**src/logic/tpg_map.svh**
```systemverilog
// Register offsets, field positions, reset values and constants of the pattern generator
`ifndef TPG_MAP_SVH
`define TPG_MAP_SVH

// Directly mapped register offsets
`define OFS_PATTERN_CONTROL   8'h64
`define OFS_PATTERN_CONFIG    8'h65
`define OFS_INDIRECT_ADDRESS  8'h66
`define OFS_INDIRECT_DATA     8'h67
`define OFS_IDENTITY_FIRST    8'hF0

// Reset values
`define RST_PATTERN_CONTROL   8'h10
`define RST_PATTERN_CONFIG    8'h00
`define RST_INDIRECT_ADDRESS  8'h00
`define RST_BYTE              8'h00
`define READ_UNMAPPED         8'h00

// Control register fields
`define CTL_SELECT_HI         7
`define CTL_SELECT_LO         4
`define CTL_ENABLE            0

// Configuration register fields
`define CFG_DEPTH18           4
`define CFG_EXT_CLOCK         3
`define CFG_TIMING_SEL        2
`define CFG_INVERT            1
`define CFG_AUTO_SCROLL       0

// Indirectly mapped register addresses
`define IND_ENABLE_MASK_LO    8'h00
`define IND_ENABLE_MASK_HI    8'h01
`define IND_FRAME_DWELL       8'h02
`define IND_HTOTAL_LO         8'h03
`define IND_HTOTAL_HI         8'h04
`define IND_VTOTAL_LO         8'h05
`define IND_VTOTAL_HI         8'h06
`define IND_HACTIVE_LO        8'h07
`define IND_HACTIVE_HI        8'h08
`define IND_VACTIVE_LO        8'h09
`define IND_VACTIVE_HI        8'h0A
`define IND_HSYNC_WIDTH       8'h0B
`define IND_VSYNC_WIDTH       8'h0C
`define IND_HBACK_PORCH       8'h0D
`define IND_VBACK_PORCH       8'h0E
`define IND_SYNC_CONFIG       8'h0F
`define IND_CUSTOM_RED        8'h10
`define IND_CUSTOM_GREEN      8'h11
`define IND_CUSTOM_BLUE       8'h12
`define SYNC_HS_POL           0
`define SYNC_VS_POL           1

// Patterns that may take part in scrolling (codes 0 and 15 are reserved)
`define PAT_VALID_MASK        16'h7FFE

// Colour constants
`define COLOR_FULL            8'hFF
`define COLOR_NONE            8'h00
`define DEPTH18_MASK          8'hFC

// Counter constants
`define COUNT_ZERO12          12'h000
`define COUNT_ONE12           12'h001
`define FRAMES_ZERO           8'h00
`define FRAMES_ONE            8'h01

`endif

```
**src/logic/tpg_pkg.sv**
```systemverilog
// Types shared by the pattern generator design files
`default_nettype none
package tpg_pkg;
    typedef logic [7:0]  byte_t;
    typedef logic [11:0] count_t;
    typedef enum logic [3:0] {
        PAT_RESERVED_LO = 4'h0,
        PAT_WHITE       = 4'h1,
        PAT_BLACK       = 4'h2,
        PAT_RED         = 4'h3,
        PAT_GREEN       = 4'h4,
        PAT_BLUE        = 4'h5,
        PAT_H_GRAY      = 4'h6,
        PAT_H_RED       = 4'h7,
        PAT_H_GREEN     = 4'h8,
        PAT_H_BLUE      = 4'h9,
        PAT_V_GRAY      = 4'hA,
        PAT_V_RED       = 4'hB,
        PAT_V_GREEN     = 4'hC,
        PAT_V_BLUE      = 4'hD,
        PAT_CUSTOM      = 4'hE,
        PAT_RESERVED_HI = 4'hF
    } pattern_t;
endpackage
`default_nettype wire

```
**src/logic/pattern_sequencer.sv**
```systemverilog
// Frame dwell counter and pattern selection for fixed and auto-scroll operation
`include "tpg_map.svh"
`default_nettype none
module pattern_sequencer (
    input  wire logic             clk,
    input  wire logic             rst,
    input  wire logic             auto_scroll,
    input  wire logic [3:0]       fixed_select,
    input  wire logic [15:0]      enable_mask,
    input  wire tpg_pkg::byte_t   frame_dwell_count,
    input  wire logic             frame_start,
    output var  tpg_pkg::pattern_t current_pattern
);
    tpg_pkg::byte_t    frame_cnt;
    logic              dwell_done;
    logic [15:0]       usable_mask;
    tpg_pkg::pattern_t next_pattern;

    // Next enabled pattern after the current one, wrapping; stays if none
    function automatic tpg_pkg::pattern_t next_enabled(input logic [3:0] cur,
                                                      input logic [15:0] mask);
        logic [3:0] idx;
        logic       found;
        next_enabled = tpg_pkg::pattern_t'(cur);
        found = 1'b0;
        for (int i = 1; i < 16; i++) begin
            idx = cur + 4'(i);
            if (!found && mask[idx]) begin
                next_enabled = tpg_pkg::pattern_t'(idx);
                found = 1'b1;
            end
        end
    endfunction

    // Dwell reached after the programmed number of frames; zero means every frame
    assign usable_mask  = enable_mask & `PAT_VALID_MASK;
    assign dwell_done   = (frame_dwell_count == `FRAMES_ZERO) ||
                          (frame_cnt == frame_dwell_count - `FRAMES_ONE);
    assign next_pattern = next_enabled(current_pattern, usable_mask);

    // Fixed select when not scrolling, otherwise advance on dwell expiry
    always_ff @(posedge clk) begin
        if (rst) begin
            current_pattern <= tpg_pkg::PAT_RESERVED_LO;
            frame_cnt       <= `FRAMES_ZERO;
        end else if (!auto_scroll) begin
            current_pattern <= tpg_pkg::pattern_t'(fixed_select); // see [RULE_08]
            frame_cnt       <= `FRAMES_ZERO;
        end else if (frame_start) begin
            if (dwell_done) begin
                current_pattern <= next_pattern; // see [RULE_05]
                frame_cnt       <= `FRAMES_ZERO;
            end else begin
                frame_cnt <= frame_cnt + `FRAMES_ONE;
            end
        end
    end

    // Pattern only moves at a frame start while scrolling
    a_scroll_hold: assert property (@(posedge clk) disable iff (rst) // see [RULE_05]
        auto_scroll && $past(auto_scroll) && !frame_start |=> $stable(current_pattern))
        else $error("pattern changed outside a frame start");

    // Dwell expiry moves to the next enabled pattern
    a_scroll_advance: assert property (@(posedge clk) disable iff (rst) // see [RULE_05]
        auto_scroll && frame_start && dwell_done |=> current_pattern == $past(next_pattern))
        else $error("pattern did not advance on dwell expiry");

    c_scroll_advance: cover property (@(posedge clk) disable iff (rst)
        auto_scroll && frame_start && dwell_done && next_pattern != current_pattern);
endmodule
`default_nettype wire

```
**config.mk**
```make
export PLATFORM = sky130hd
export DESIGN_NAME = pattern_sequencer
export DESIGN_NICKNAME = d
export VERILOG_FILES = /design/src/logic/tpg_pkg.sv /design/src/logic/pattern_sequencer.sv
export VERILOG_INCLUDE_DIRS = /design/src /design/src/logic
export SDC_FILE = /design/constraint.sdc
export NUM_CORES = 1
export LEC_CHECK = 0
export BUFFER_PORTS_ARGS = -buffer_cell sky130_fd_sc_hd__buf_2
export CAP_MARGIN = 20
export CORE_AREA = 3 3 82 84
export CTS_CLUSTER_DIAMETER = 60
export DETAILED_ROUTE_END_ITERATION = 6
export DIE_AREA = 0 0 85 87
export GPL_TIMING_DRIVEN = 0
export PLACE_DENSITY = 0.69
export SLEW_MARGIN = 25
export SYNTH_ARGS = -nofsm -noshare
export SYNTH_HDL_FRONTEND = slang
export SYNTH_SLANG_ARGS = --single-unit
```
**constraint.sdc**
```tcl
create_clock -name clk -period 7.7 [get_ports clk]
set_input_delay 1.925 -clock clk [delete_from_list [all_inputs] [get_ports clk]]
set_output_delay 1.925 -clock clk [all_outputs]
set_load 0.01 [all_outputs]
```
Word level (Yosys, flattened, before mapping)
Index checks and enable logic that the tools add are counted.
W data, S select, Z words.

word-level totals
  output and inout port bits = 4
  input bits = 32
  ROM bits = 0
  logic and storage cells = 134
  latch bits = 0
  bits in writable memories = 0
  register bits = 12
  memories = 0

operators by class
  mux-type cells = 63
  $lt $le $gt $ge = 15
  bitwise operators = 1
  equal/unequal tests = 4
  reduce and logical (&&, ||, !) cells = 32
  multiply operators = 0
  shift-type cells = 0
  div/mod/pow operators = 0
  $add $sub $neg = 17

operator list
  kind                   number
  $lt A4 B5 Y1 const B   15
  $mux W4                18
  $bmux W1 S4            15
  $add A4 B4 Y4 const B  8
  $mux W1                29
  $add A4 B3 Y4 const B  4
  $ne A16 B1 Y1 const B  1
  $logic_and A1 B1 Y1    14
  $logic_not A1 Y1       14
  $add A4 B2 Y4 const B  2
  $add A8 B1 Y8 const B  1
  $eq A8 B8 Y1           1
  $logic_not A8 Y1       1
  $mux W8                1
  $sub A8 B1 Y8 const B  1
  $add A4 B1 Y4 const B  1
  $ne A2 B1 Y1 const B   2
  $reduce_and A3 Y1      1
  $reduce_or A2 Y1       1
  $logic_or A1 B1 Y1     1
  $not A1 Y1             1

Longest topological paths before layout
Gate-level depths: netlist of the first run.

  word-level depth = 49
  gate-level depth with buffers = 16
  depth with buffers taken out = 11

Least setup slack after synthesis of the first run
Ideal clock, no wire load.

  path type = input to register
  start = input frame_dwell_count[0]
  end = register current_pattern[0]
  stages on the path = 11
  library setup time = 0.091 ns
  required time = 7.609 ns
  slack = 3.146 ns
  data arrival time = 4.463 ns
  buffers on the path = 0
  cell sequence = inv_1 -> ha_1 -> nor3b_1 -> a31oi_1 -> nor4b_1 -> o211ai_1 -> o32a_1 -> a311oi_4 -> nand3_2 -> or4_1 -> a311oi_1

between the ends
  word-level cells in the longest chain between the ends = 5
  elaborated cells on any way between the ends = 6
  classes of those cells = 1 x add/sub; 2 x eq/ne; 3 x reduce/logical

ends and longest elaborated chain
  item                           RTL line                 source
  from (decl)                    pattern_sequencer.sv:10  input wire tpg_pkg::byte_t frame_dwell_count,
  $sub A8 B1 Y8 (no line)        --
  $eq A8 B8 Y1 (no line)         --
  $logic_or A1 B1 Y1 *           pattern_sequencer.sv:37  assign dwell_done = (frame_dwell_count == `FRAMES_ZERO) ||
  $ne A2 B1 Y1 (no line) *       --
  $reduce_and A3 Y1 (no line) *  --
  to (signal assigned)           pattern_sequencer.sv:44  current_pattern <= tpg_pkg::PAT_RESERVED_LO;
  to (signal assigned)           pattern_sequencer.sv:47  current_pattern <= tpg_pkg::pattern_t'(fixed_select);
  to (signal assigned)           pattern_sequencer.sv:51  current_pattern <= next_pattern;
  to (decl)                      pattern_sequencer.sv:12  output var tpg_pkg::pattern_t current_pattern

Mark *: on every way between the ends. The rest lies on a longest branch, timed or not.
A chain may end at the register's enable or synchronous reset.

Worst setup path after layout of the first run
  start = register current_pattern[2]
  end = register current_pattern[0]

between the ends
  word-level cells in the longest chain between the ends = 49
  elaborated cells on any way between the ends = 106
  classes of those cells = 15 x add/sub; 1 x eq/ne; 61 x mux; 29 x reduce/logical

ends and longest elaborated chain
  item                           RTL line                 source
  $add A4 B1 Y4                  pattern_sequencer.sv:27  idx = cur + 4'(i);
  $bmux W1 S4                    pattern_sequencer.sv:28  if (!found && mask[idx]) begin
  $mux W1 (implied by the code)  pattern_sequencer.sv:28
  $mux W1                        pattern_sequencer.sv:28
  $logic_not A1 Y1               pattern_sequencer.sv:28
  $logic_and A1 B1 Y1            pattern_sequencer.sv:28
  $mux W1                        pattern_sequencer.sv:28
  $logic_not A1 Y1               pattern_sequencer.sv:28
  [33 not listed]                --
  $logic_and A1 B1 Y1            pattern_sequencer.sv:28
  $mux W1                        pattern_sequencer.sv:28
  $logic_not A1 Y1               pattern_sequencer.sv:28
  $logic_and A1 B1 Y1            pattern_sequencer.sv:28
  $mux W4                        pattern_sequencer.sv:28
  $mux W4                        pattern_sequencer.sv:50  if (dwell_done) begin
  $mux W4                        pattern_sequencer.sv:49  end else if (frame_start) begin
  $mux W4                        pattern_sequencer.sv:46  end else if (!auto_scroll) begin

Parallel ways exist; a longest one is shown, timed or not. The select of a mux whose other input is x is not followed.

==> flow_metrics.tcl, run 1 <==
set metrics [dict create \
    worstMarginPinSlew_ns 0.859 \
    finish.utilization 0.558 \
    r2r-start "current_pattern[2]$_SDFFE_PP0P_" \
    gr-total-overflow 0 \
    cts_root_buffer "clkbuf_8" \
    fp.dieArea_sq_um 7400 \
    die_w_um 85 \
    run_status "complete, no violations" \
    drtPass1Iterations 5 \
    wl_met1_mm 3.88 \
    nets 434 \
    synth_warnings 0 \
    drtIter0Drc 285 \
    netlist_area_sq_um 3030 \
    gr-usage-all-layers 0.243 \
    portBuffers 32 \
    seq_area_frac_synth 0.0792 \
    worstSetupPathType "flip-flop to flip-flop" \
    grt_pass1_vias 2929 \
    cp-end-kind "flip-flop" \
    io_pins 36 \
    timing.final.crit_share 0.637 \
    drive_gt1_frac 0.238 \
    slew_headroom 0.424 \
    syn_to_final_growth_pct 10.2 \
    fp.dieH_um 87 \
    initial_utilization 0.506 \
    rows 28 \
    setup_viol 0 \
    synthArstFlopShare 0 \
    detailroute.via_count 3146 \
    post_drt_wl_per_cell_um 19.2 \
    clock_latency_ns 0.24 \
    numCtsBuffers 3 \
    syn_inst 355 \
    ys.flop_type "dfxtp_1" \
    routed_wl_mm 8.97 \
    hold_path_class "flip-flop to flip-flop" \
    totalPowerFinal_w 0.000518 \
    synth_edf_count 0 \
    grt_max_degree 11 \
    clkTransAtPathRegs_ns 0.05 \
    synth.avg_cell_area_sq_um 8.54 \
    fill_cells 593 \
    clockBufferDepth 2 \
    crit_start "current_pattern[2]$_SDFFE_PP0P_" \
    gp_congestion 0.985 \
    crit_arrival_ns 5.05 \
    post-cts-setup-buffers 0 \
    startpoint_type "flip-flop" \
    maxCapViolCount 0 \
    fin_worst_hold_slack_ns 0.525 \
    syn-num-nets 397 \
    worst_slack_ns 2.80 \
    core-area_sq_um 5990 \
    ctsHoldBuffers 0 \
    n_antenna_cell 0 \
    rsz0062_at_grt "no" \
    final_max_slew_viol_count 0 \
    p_per_area_nw_per_um2 155 \
    synth_cell_type_count 79 \
    vdd_drop_max_v 0.0000838 \
    dr_wl_met3_um 782 \
    clkSinkCount 12 \
    hold_violations 0 \
    worstPathRequired_ns 7.85 \
    skew_ns 0.00202 \
    drtAntennaViolNets 0 \
    cts_max_level 1 \
    antenna_found_initial 0 \
    max_freq_mhz 204 \
    cp_max_fo 10 \
    hp-start "frame_cnt[1]$_SDFFE_PP0P_" \
    timing.setup.tns_ns 0 \
    p_leak_nw 1.29 \
    wl_met2_mm 4.03 \
    dp_hpwl_mm 7.13 \
    cts_resized 0 \
    fin_crit_ns 4.90 \
    ys_ff_latch 12 \
    drc 0 \
    cts_tree "built" \
    post_drt_via_cell_ratio 6.75 \
    dr.max_layer_used "met4" \
    pre_cts_slack_ns 2.62 \
    grt_pass1_wl_mm 14.6 \
]
## cell families (layout without fill, tap and decap cells)
group	count (synthesis)	after routing	synth area share
AO/OA/AOI/OAI	88	88	0.223
adder cells (fa/ha/maj)	10	10	0.0413
multiplexers	56	56	0.276
flip-flops	12	12	0.0792
buffers and inverters	26	62	0.0487
AND/OR/NAND/NOR	133	133	0.242
XOR/XNOR	30	30	0.0891
## flip-flops by register name (all words and copies together), names as in the netlist
name,flops
current_pattern,4
frame_cnt,8
## cell type report
type                    instances  area [sq um]  area share
multi-input cells             317          2650       0.791
flip-flops and latches         12           240      0.0719
repair buffers                 32           160      0.0479
plain buffers                  16           110      0.0329
well taps                      75          93.8      0.0281
clock buffers                   4          55.1      0.0165
inverters                      10          37.5      0.0112
## cell usage in the layout, fill, tap and decap left out, types with 5 or more instances in the layout
| cell type | n |
|---|---|
| nor2_1 | 38 |
| buf_2 | 36 |
| nand2_1 | 26 |
| mux2i_1 | 22 |
| mux4_2 | 20 |
| xnor2_1 | 17 |
| nor3_1 | 13 |
| xor2_1 | 12 |
| a21oi_1 | 12 |
| dfxtp_1 | 12 |
| o21ai_0 | 11 |
| mux2_2 | 10 |
| ha_1 | 10 |
| nand3_1 | 8 |
| inv_1 | 7 |
| nand2b_1 | 6 |
| o211ai_1 | 6 |
| nor2b_1 | 6 |
| or4_1 | 6 |
| a211oi_1 | 6 |
| a31oi_1 | 6 |
| buf_6 | 5 |
| a21o_1 | 5 |
## routing by layer
metal | vias up | global-route usage
li1 | 1455 | -
met3 | 22 | 0.0388
met4 | 0 | 0.0662
met5 | - | 0
met2 | 158 | 0.393
met1 | 1511 | 0.337
## through the flow
| stage | cell area, sq um | cells |
|---|---|---|
| floorplan | 3030 | 355 |
| detailed placement | 3290 | 462 |
| CTS | 3340 | 466 |
| global route | 3340 | 466 |
| global placement | 3290 | 462 |
| finish | 3340 | 466 |
## Yosys cell counts, types with 4 or more instances
| cell type | number | area share |
|---|---|---|
| buf_2 | 4 | 0.0066 |
| ha_1 | 10 | 0.041 |
| o211ai_1 | 6 | 0.015 |
| nand2b_1 | 6 | 0.012 |
| nor2b_1 | 6 | 0.012 |
| mux4_2 | 20 | 0.15 |
| o31ai_1 | 4 | 0.0099 |
| a211oi_1 | 6 | 0.015 |
| nor2_1 | 38 | 0.047 |
| dfxtp_1 | 12 | 0.079 |
| or4_1 | 6 | 0.015 |
| nor3_1 | 13 | 0.021 |
| mux2_2 | 10 | 0.037 |
| clkbuf_1 | 4 | 0.0049 |
| buf_6 | 5 | 0.019 |
| o21ai_0 | 11 | 0.018 |
| a21oi_1 | 12 | 0.020 |
| nand2_1 | 26 | 0.032 |
| inv_1 | 7 | 0.0087 |
| a21o_1 | 5 | 0.012 |
| nand3_1 | 8 | 0.013 |
| mux2i_1 | 22 | 0.073 |
| xnor2_1 | 17 | 0.049 |
| a31oi_1 | 6 | 0.012 |
| xor2_1 | 12 | 0.035 |
## where the power goes
part           internal [W]  switching [W]
sequential        0.0000643     0.00000463
combinational      0.000156       0.000224
clock             0.0000452      0.0000240
## worst paths after layout
check                           slack, ns  cells after the start                         endpoint
worst max-delay path                 2.80                     12  current_pattern[0]$_SDFFE_PP0P_
worst min-delay path                 0.53                      2        frame_cnt[1]$_SDFFE_PP0P_
worst max register to register       2.80                     12  current_pattern[0]$_SDFFE_PP0P_
worst min register to register       0.53                      2        frame_cnt[1]$_SDFFE_PP0P_
## worst max-delay path, stage by stage, from the launching register on
cell      delay (ns)
dfxtp_1         0.55
buf_6           0.21
clkinv_1        0.38
ha_1            0.37
a21boi_0        0.16
xnor2_1         0.71
mux4_2          0.72
nor4b_2         0.36
nor4b_4         0.56
a32oi_1         0.27
nand3_2         0.18
o31ai_1         0.09
a311oi_1        0.24
(Power assumes the default switching activity.)
==> run 2: changes to the inputs <==
PLACE_DENSITY = 0.72   (was 0.69)
clock period = 4.15 ns   (was 7.7 ns; I/O delays follow)
==> run 2 against run 1 <==
Net effect: sequential cell count did not move; clock skew fell by 0.00060 ns; sequential power increased by 89%; hold slack got worse by 0.0049 ns; final cell count up 2.4%; cell area is 3.8% higher; global-route usage is 0.18 points lower; wire length is 2.1% higher; non-clock buffer count increased by 11; critical path depth is 3 higher; power increased by 95%; highest routed layer unchanged.
==> flow_metrics.tcl, run 2 (same netlist as run 1, synthesis figures left out) <==
set metrics [dict create \
    worst_slack_ns 0.116 \
    r2r-start "current_pattern[1]$_SDFFE_PP0P_" \
    largest_register "frame_cnt" \
    vdd_drop_max_v 0.000118 \
    nets 445 \
    cp_top_family "multiplexers" \
    clock_latency_ns 0.24 \
    largest_reg_flops 8 \
    grt_pass1_vias 3023 \
    skew_ns 0.00142 \
    hp-start "frame_cnt[1]$_SDFFE_PP0P_" \
    detailroute.via_count 3213 \
    pre_cts_slack_ns -0.690 \
    fin_worst_hold_slack_ns 0.520 \
    worstSetupPathType "flip-flop to flip-flop" \
    core-area_sq_um 5990 \
    hold_path_class "flip-flop to flip-flop" \
    syn_to_final_growth_pct 14.4 \
    cts_max_level 1 \
    clockBufferDepth 2 \
    fill_cells 542 \
    clkTransAtPathRegs_ns 0.05 \
    clkSinkCount 12 \
    antenna_found_initial 0 \
    maxCapViolCount 0 \
    crit_arrival_ns 4.17 \
    post_drt_wl_per_cell_um 19.2 \
    final_max_slew_viol_count 0 \
    drc 0 \
    cp-end-kind "flip-flop" \
    path_cells "inv_2 > ha_1 > buf_6 > buf_6 > mux2i_2 > mux4_2 > mux2i_4 > nor4b_2 > nor4b_4 > buf_4 > a311oi_4 > buf_4 > o41ai_2 > or4_1 > o22a_1" \
    fin_area_sq_um 3470 \
    cp.depth 15 \
    max_freq_mhz 248 \
    gp_congestion 0.996 \
    drive_gt1_frac 0.284 \
    path_buf_inv 5 \
    run_status "complete, no violations" \
    grt_max_degree 13 \
    mostFrequentLayoutCells "nor2_1, buf_2, nand2_1" \
    totalPowerFinal_w 0.00101 \
    r2r_setup_slack_ns 0.12 \
    fin_crit_ns 4.03 \
    numCtsBuffers 3 \
    rows 28 \
    drtAntennaViolNets 0 \
    cts_root_buffer "clkbuf_8" \
    p_per_area_nw_per_um2 291 \
    dp_hpwl_mm 7.06 \
    slew_headroom 0.383 \
    timing.final.crit_share 0.972 \
    worstPathRequired_ns 4.29 \
    grt_pass1_wl_mm 14.6 \
    crit_start "current_pattern[1]$_SDFFE_PP0P_" \
    gr-total-overflow 0 \
    placed_cell_area_sq_um 3290 \
    io_pins 36 \
    n_antenna_cell 0 \
    fp.dieH_um 87 \
    drtPass1Iterations 5 \
    portBuffers 32 \
    cp_max_fo 12 \
    cts_tree "built" \
    reg2reg_to "current_pattern[3]$_SDFFE_PP0P_" \
    critPathCapture "current_pattern[3]$_SDFFE_PP0P_" \
    hold_violations 0 \
    cp_slowest_cell "mux4_2" \
    setup_viol 0 \
    post_drt_via_cell_ratio 6.74 \
    top_regs "frame_cnt x8, current_pattern x4" \
    initial_utilization 0.506 \
    layout_commonest_cell "nor2_1" \
    fin_cells 477 \
    max_stage_delay_ns 0.56 \
    gr-usage-all-layers 0.241 \
    routed_wl_mm 9.15 \
    startpoint_type "flip-flop" \
    worstMarginPinSlew_ns 0.919 \
    p_leak_nw 1.35 \
    fp.dieArea_sq_um 7400 \
    placed_cells 462 \
    die_w_um 85 \
    drtIter0Drc 285 \
    r2r_cells 15 \
]
-- run 2: timing repair --
action	4_1_cts	5_1_grt
hold endpoints to repair	0	0
resized for setup	7	7
pin swaps	2	2
setup buffers	6	7
endpoints found under the setup margin	4	4
hold buffers	0	0
-- run 2: worst reg2reg max path: cells and delay by family, from the launching register on --
kind	cells	cell delay, ns
mux	3	1.04
fa+ha+maj	1	0.32
compound gates	3	0.57
simple gates	3	0.75
flops	1	0.46
buf+inv	5	0.80
-- run 2: power breakdown --
group	switching, W	internal (W)
logic	0.000431	0.000319
registers	0.0000107	0.000120
clock network	0.0000455	0.0000839
total	0.000487	0.000522
-- run 2: layout make-up --
class                           instances  area (sq um)  area share
Inverter                               10          42.5      0.0123
Tap cell                               75          93.8      0.0270
Multi-Input combinational cell        317          2680       0.771
Clock buffer                            4          55.1      0.0159
Timing Repair Buffer                   45           258      0.0743
Buffer                                 14          97.6      0.0281
Sequential cell                        12           246      0.0710
-- run 2: how the worst min path moves through the flow --
stage,end,depth (start not counted)
2_1_floorplan,frame_cnt[1]$_SDFFE_PP0P_,2
3_3_place_gp,frame_cnt[1]$_SDFFE_PP0P_,2
3_5_place_dp,frame_cnt[1]$_SDFFE_PP0P_,2
4_1_cts,frame_cnt[1]$_SDFFE_PP0P_,2
5_1_grt,frame_cnt[1]$_SDFFE_PP0P_,2
6_report,frame_cnt[1]$_SDFFE_PP0P_,2
-- run 2: layer usage --
| layer | global-route usage | wire (um) | vias to the layer above |
|---|---|---|---|
| li1 | - | - | 1472 |
| met2 | 0.409 | 4270 | 171 |
| met5 | 0 | 0 | - |
| met1 | 0.314 | 3690 | 1540 |
| met3 | 0.0464 | 877 | 30 |
| met4 | 0.0647 | 312 | 0 |
-- run 2: through the flow --
stage          setup TNS, ns  utilization
2_1_floorplan              0            -
3_3_place_gp           -2.29        0.549
3_5_place_dp           -2.61        0.549
4_1_cts                    0        0.569
5_1_grt             -0.00540        0.579
6_report                   0        0.579
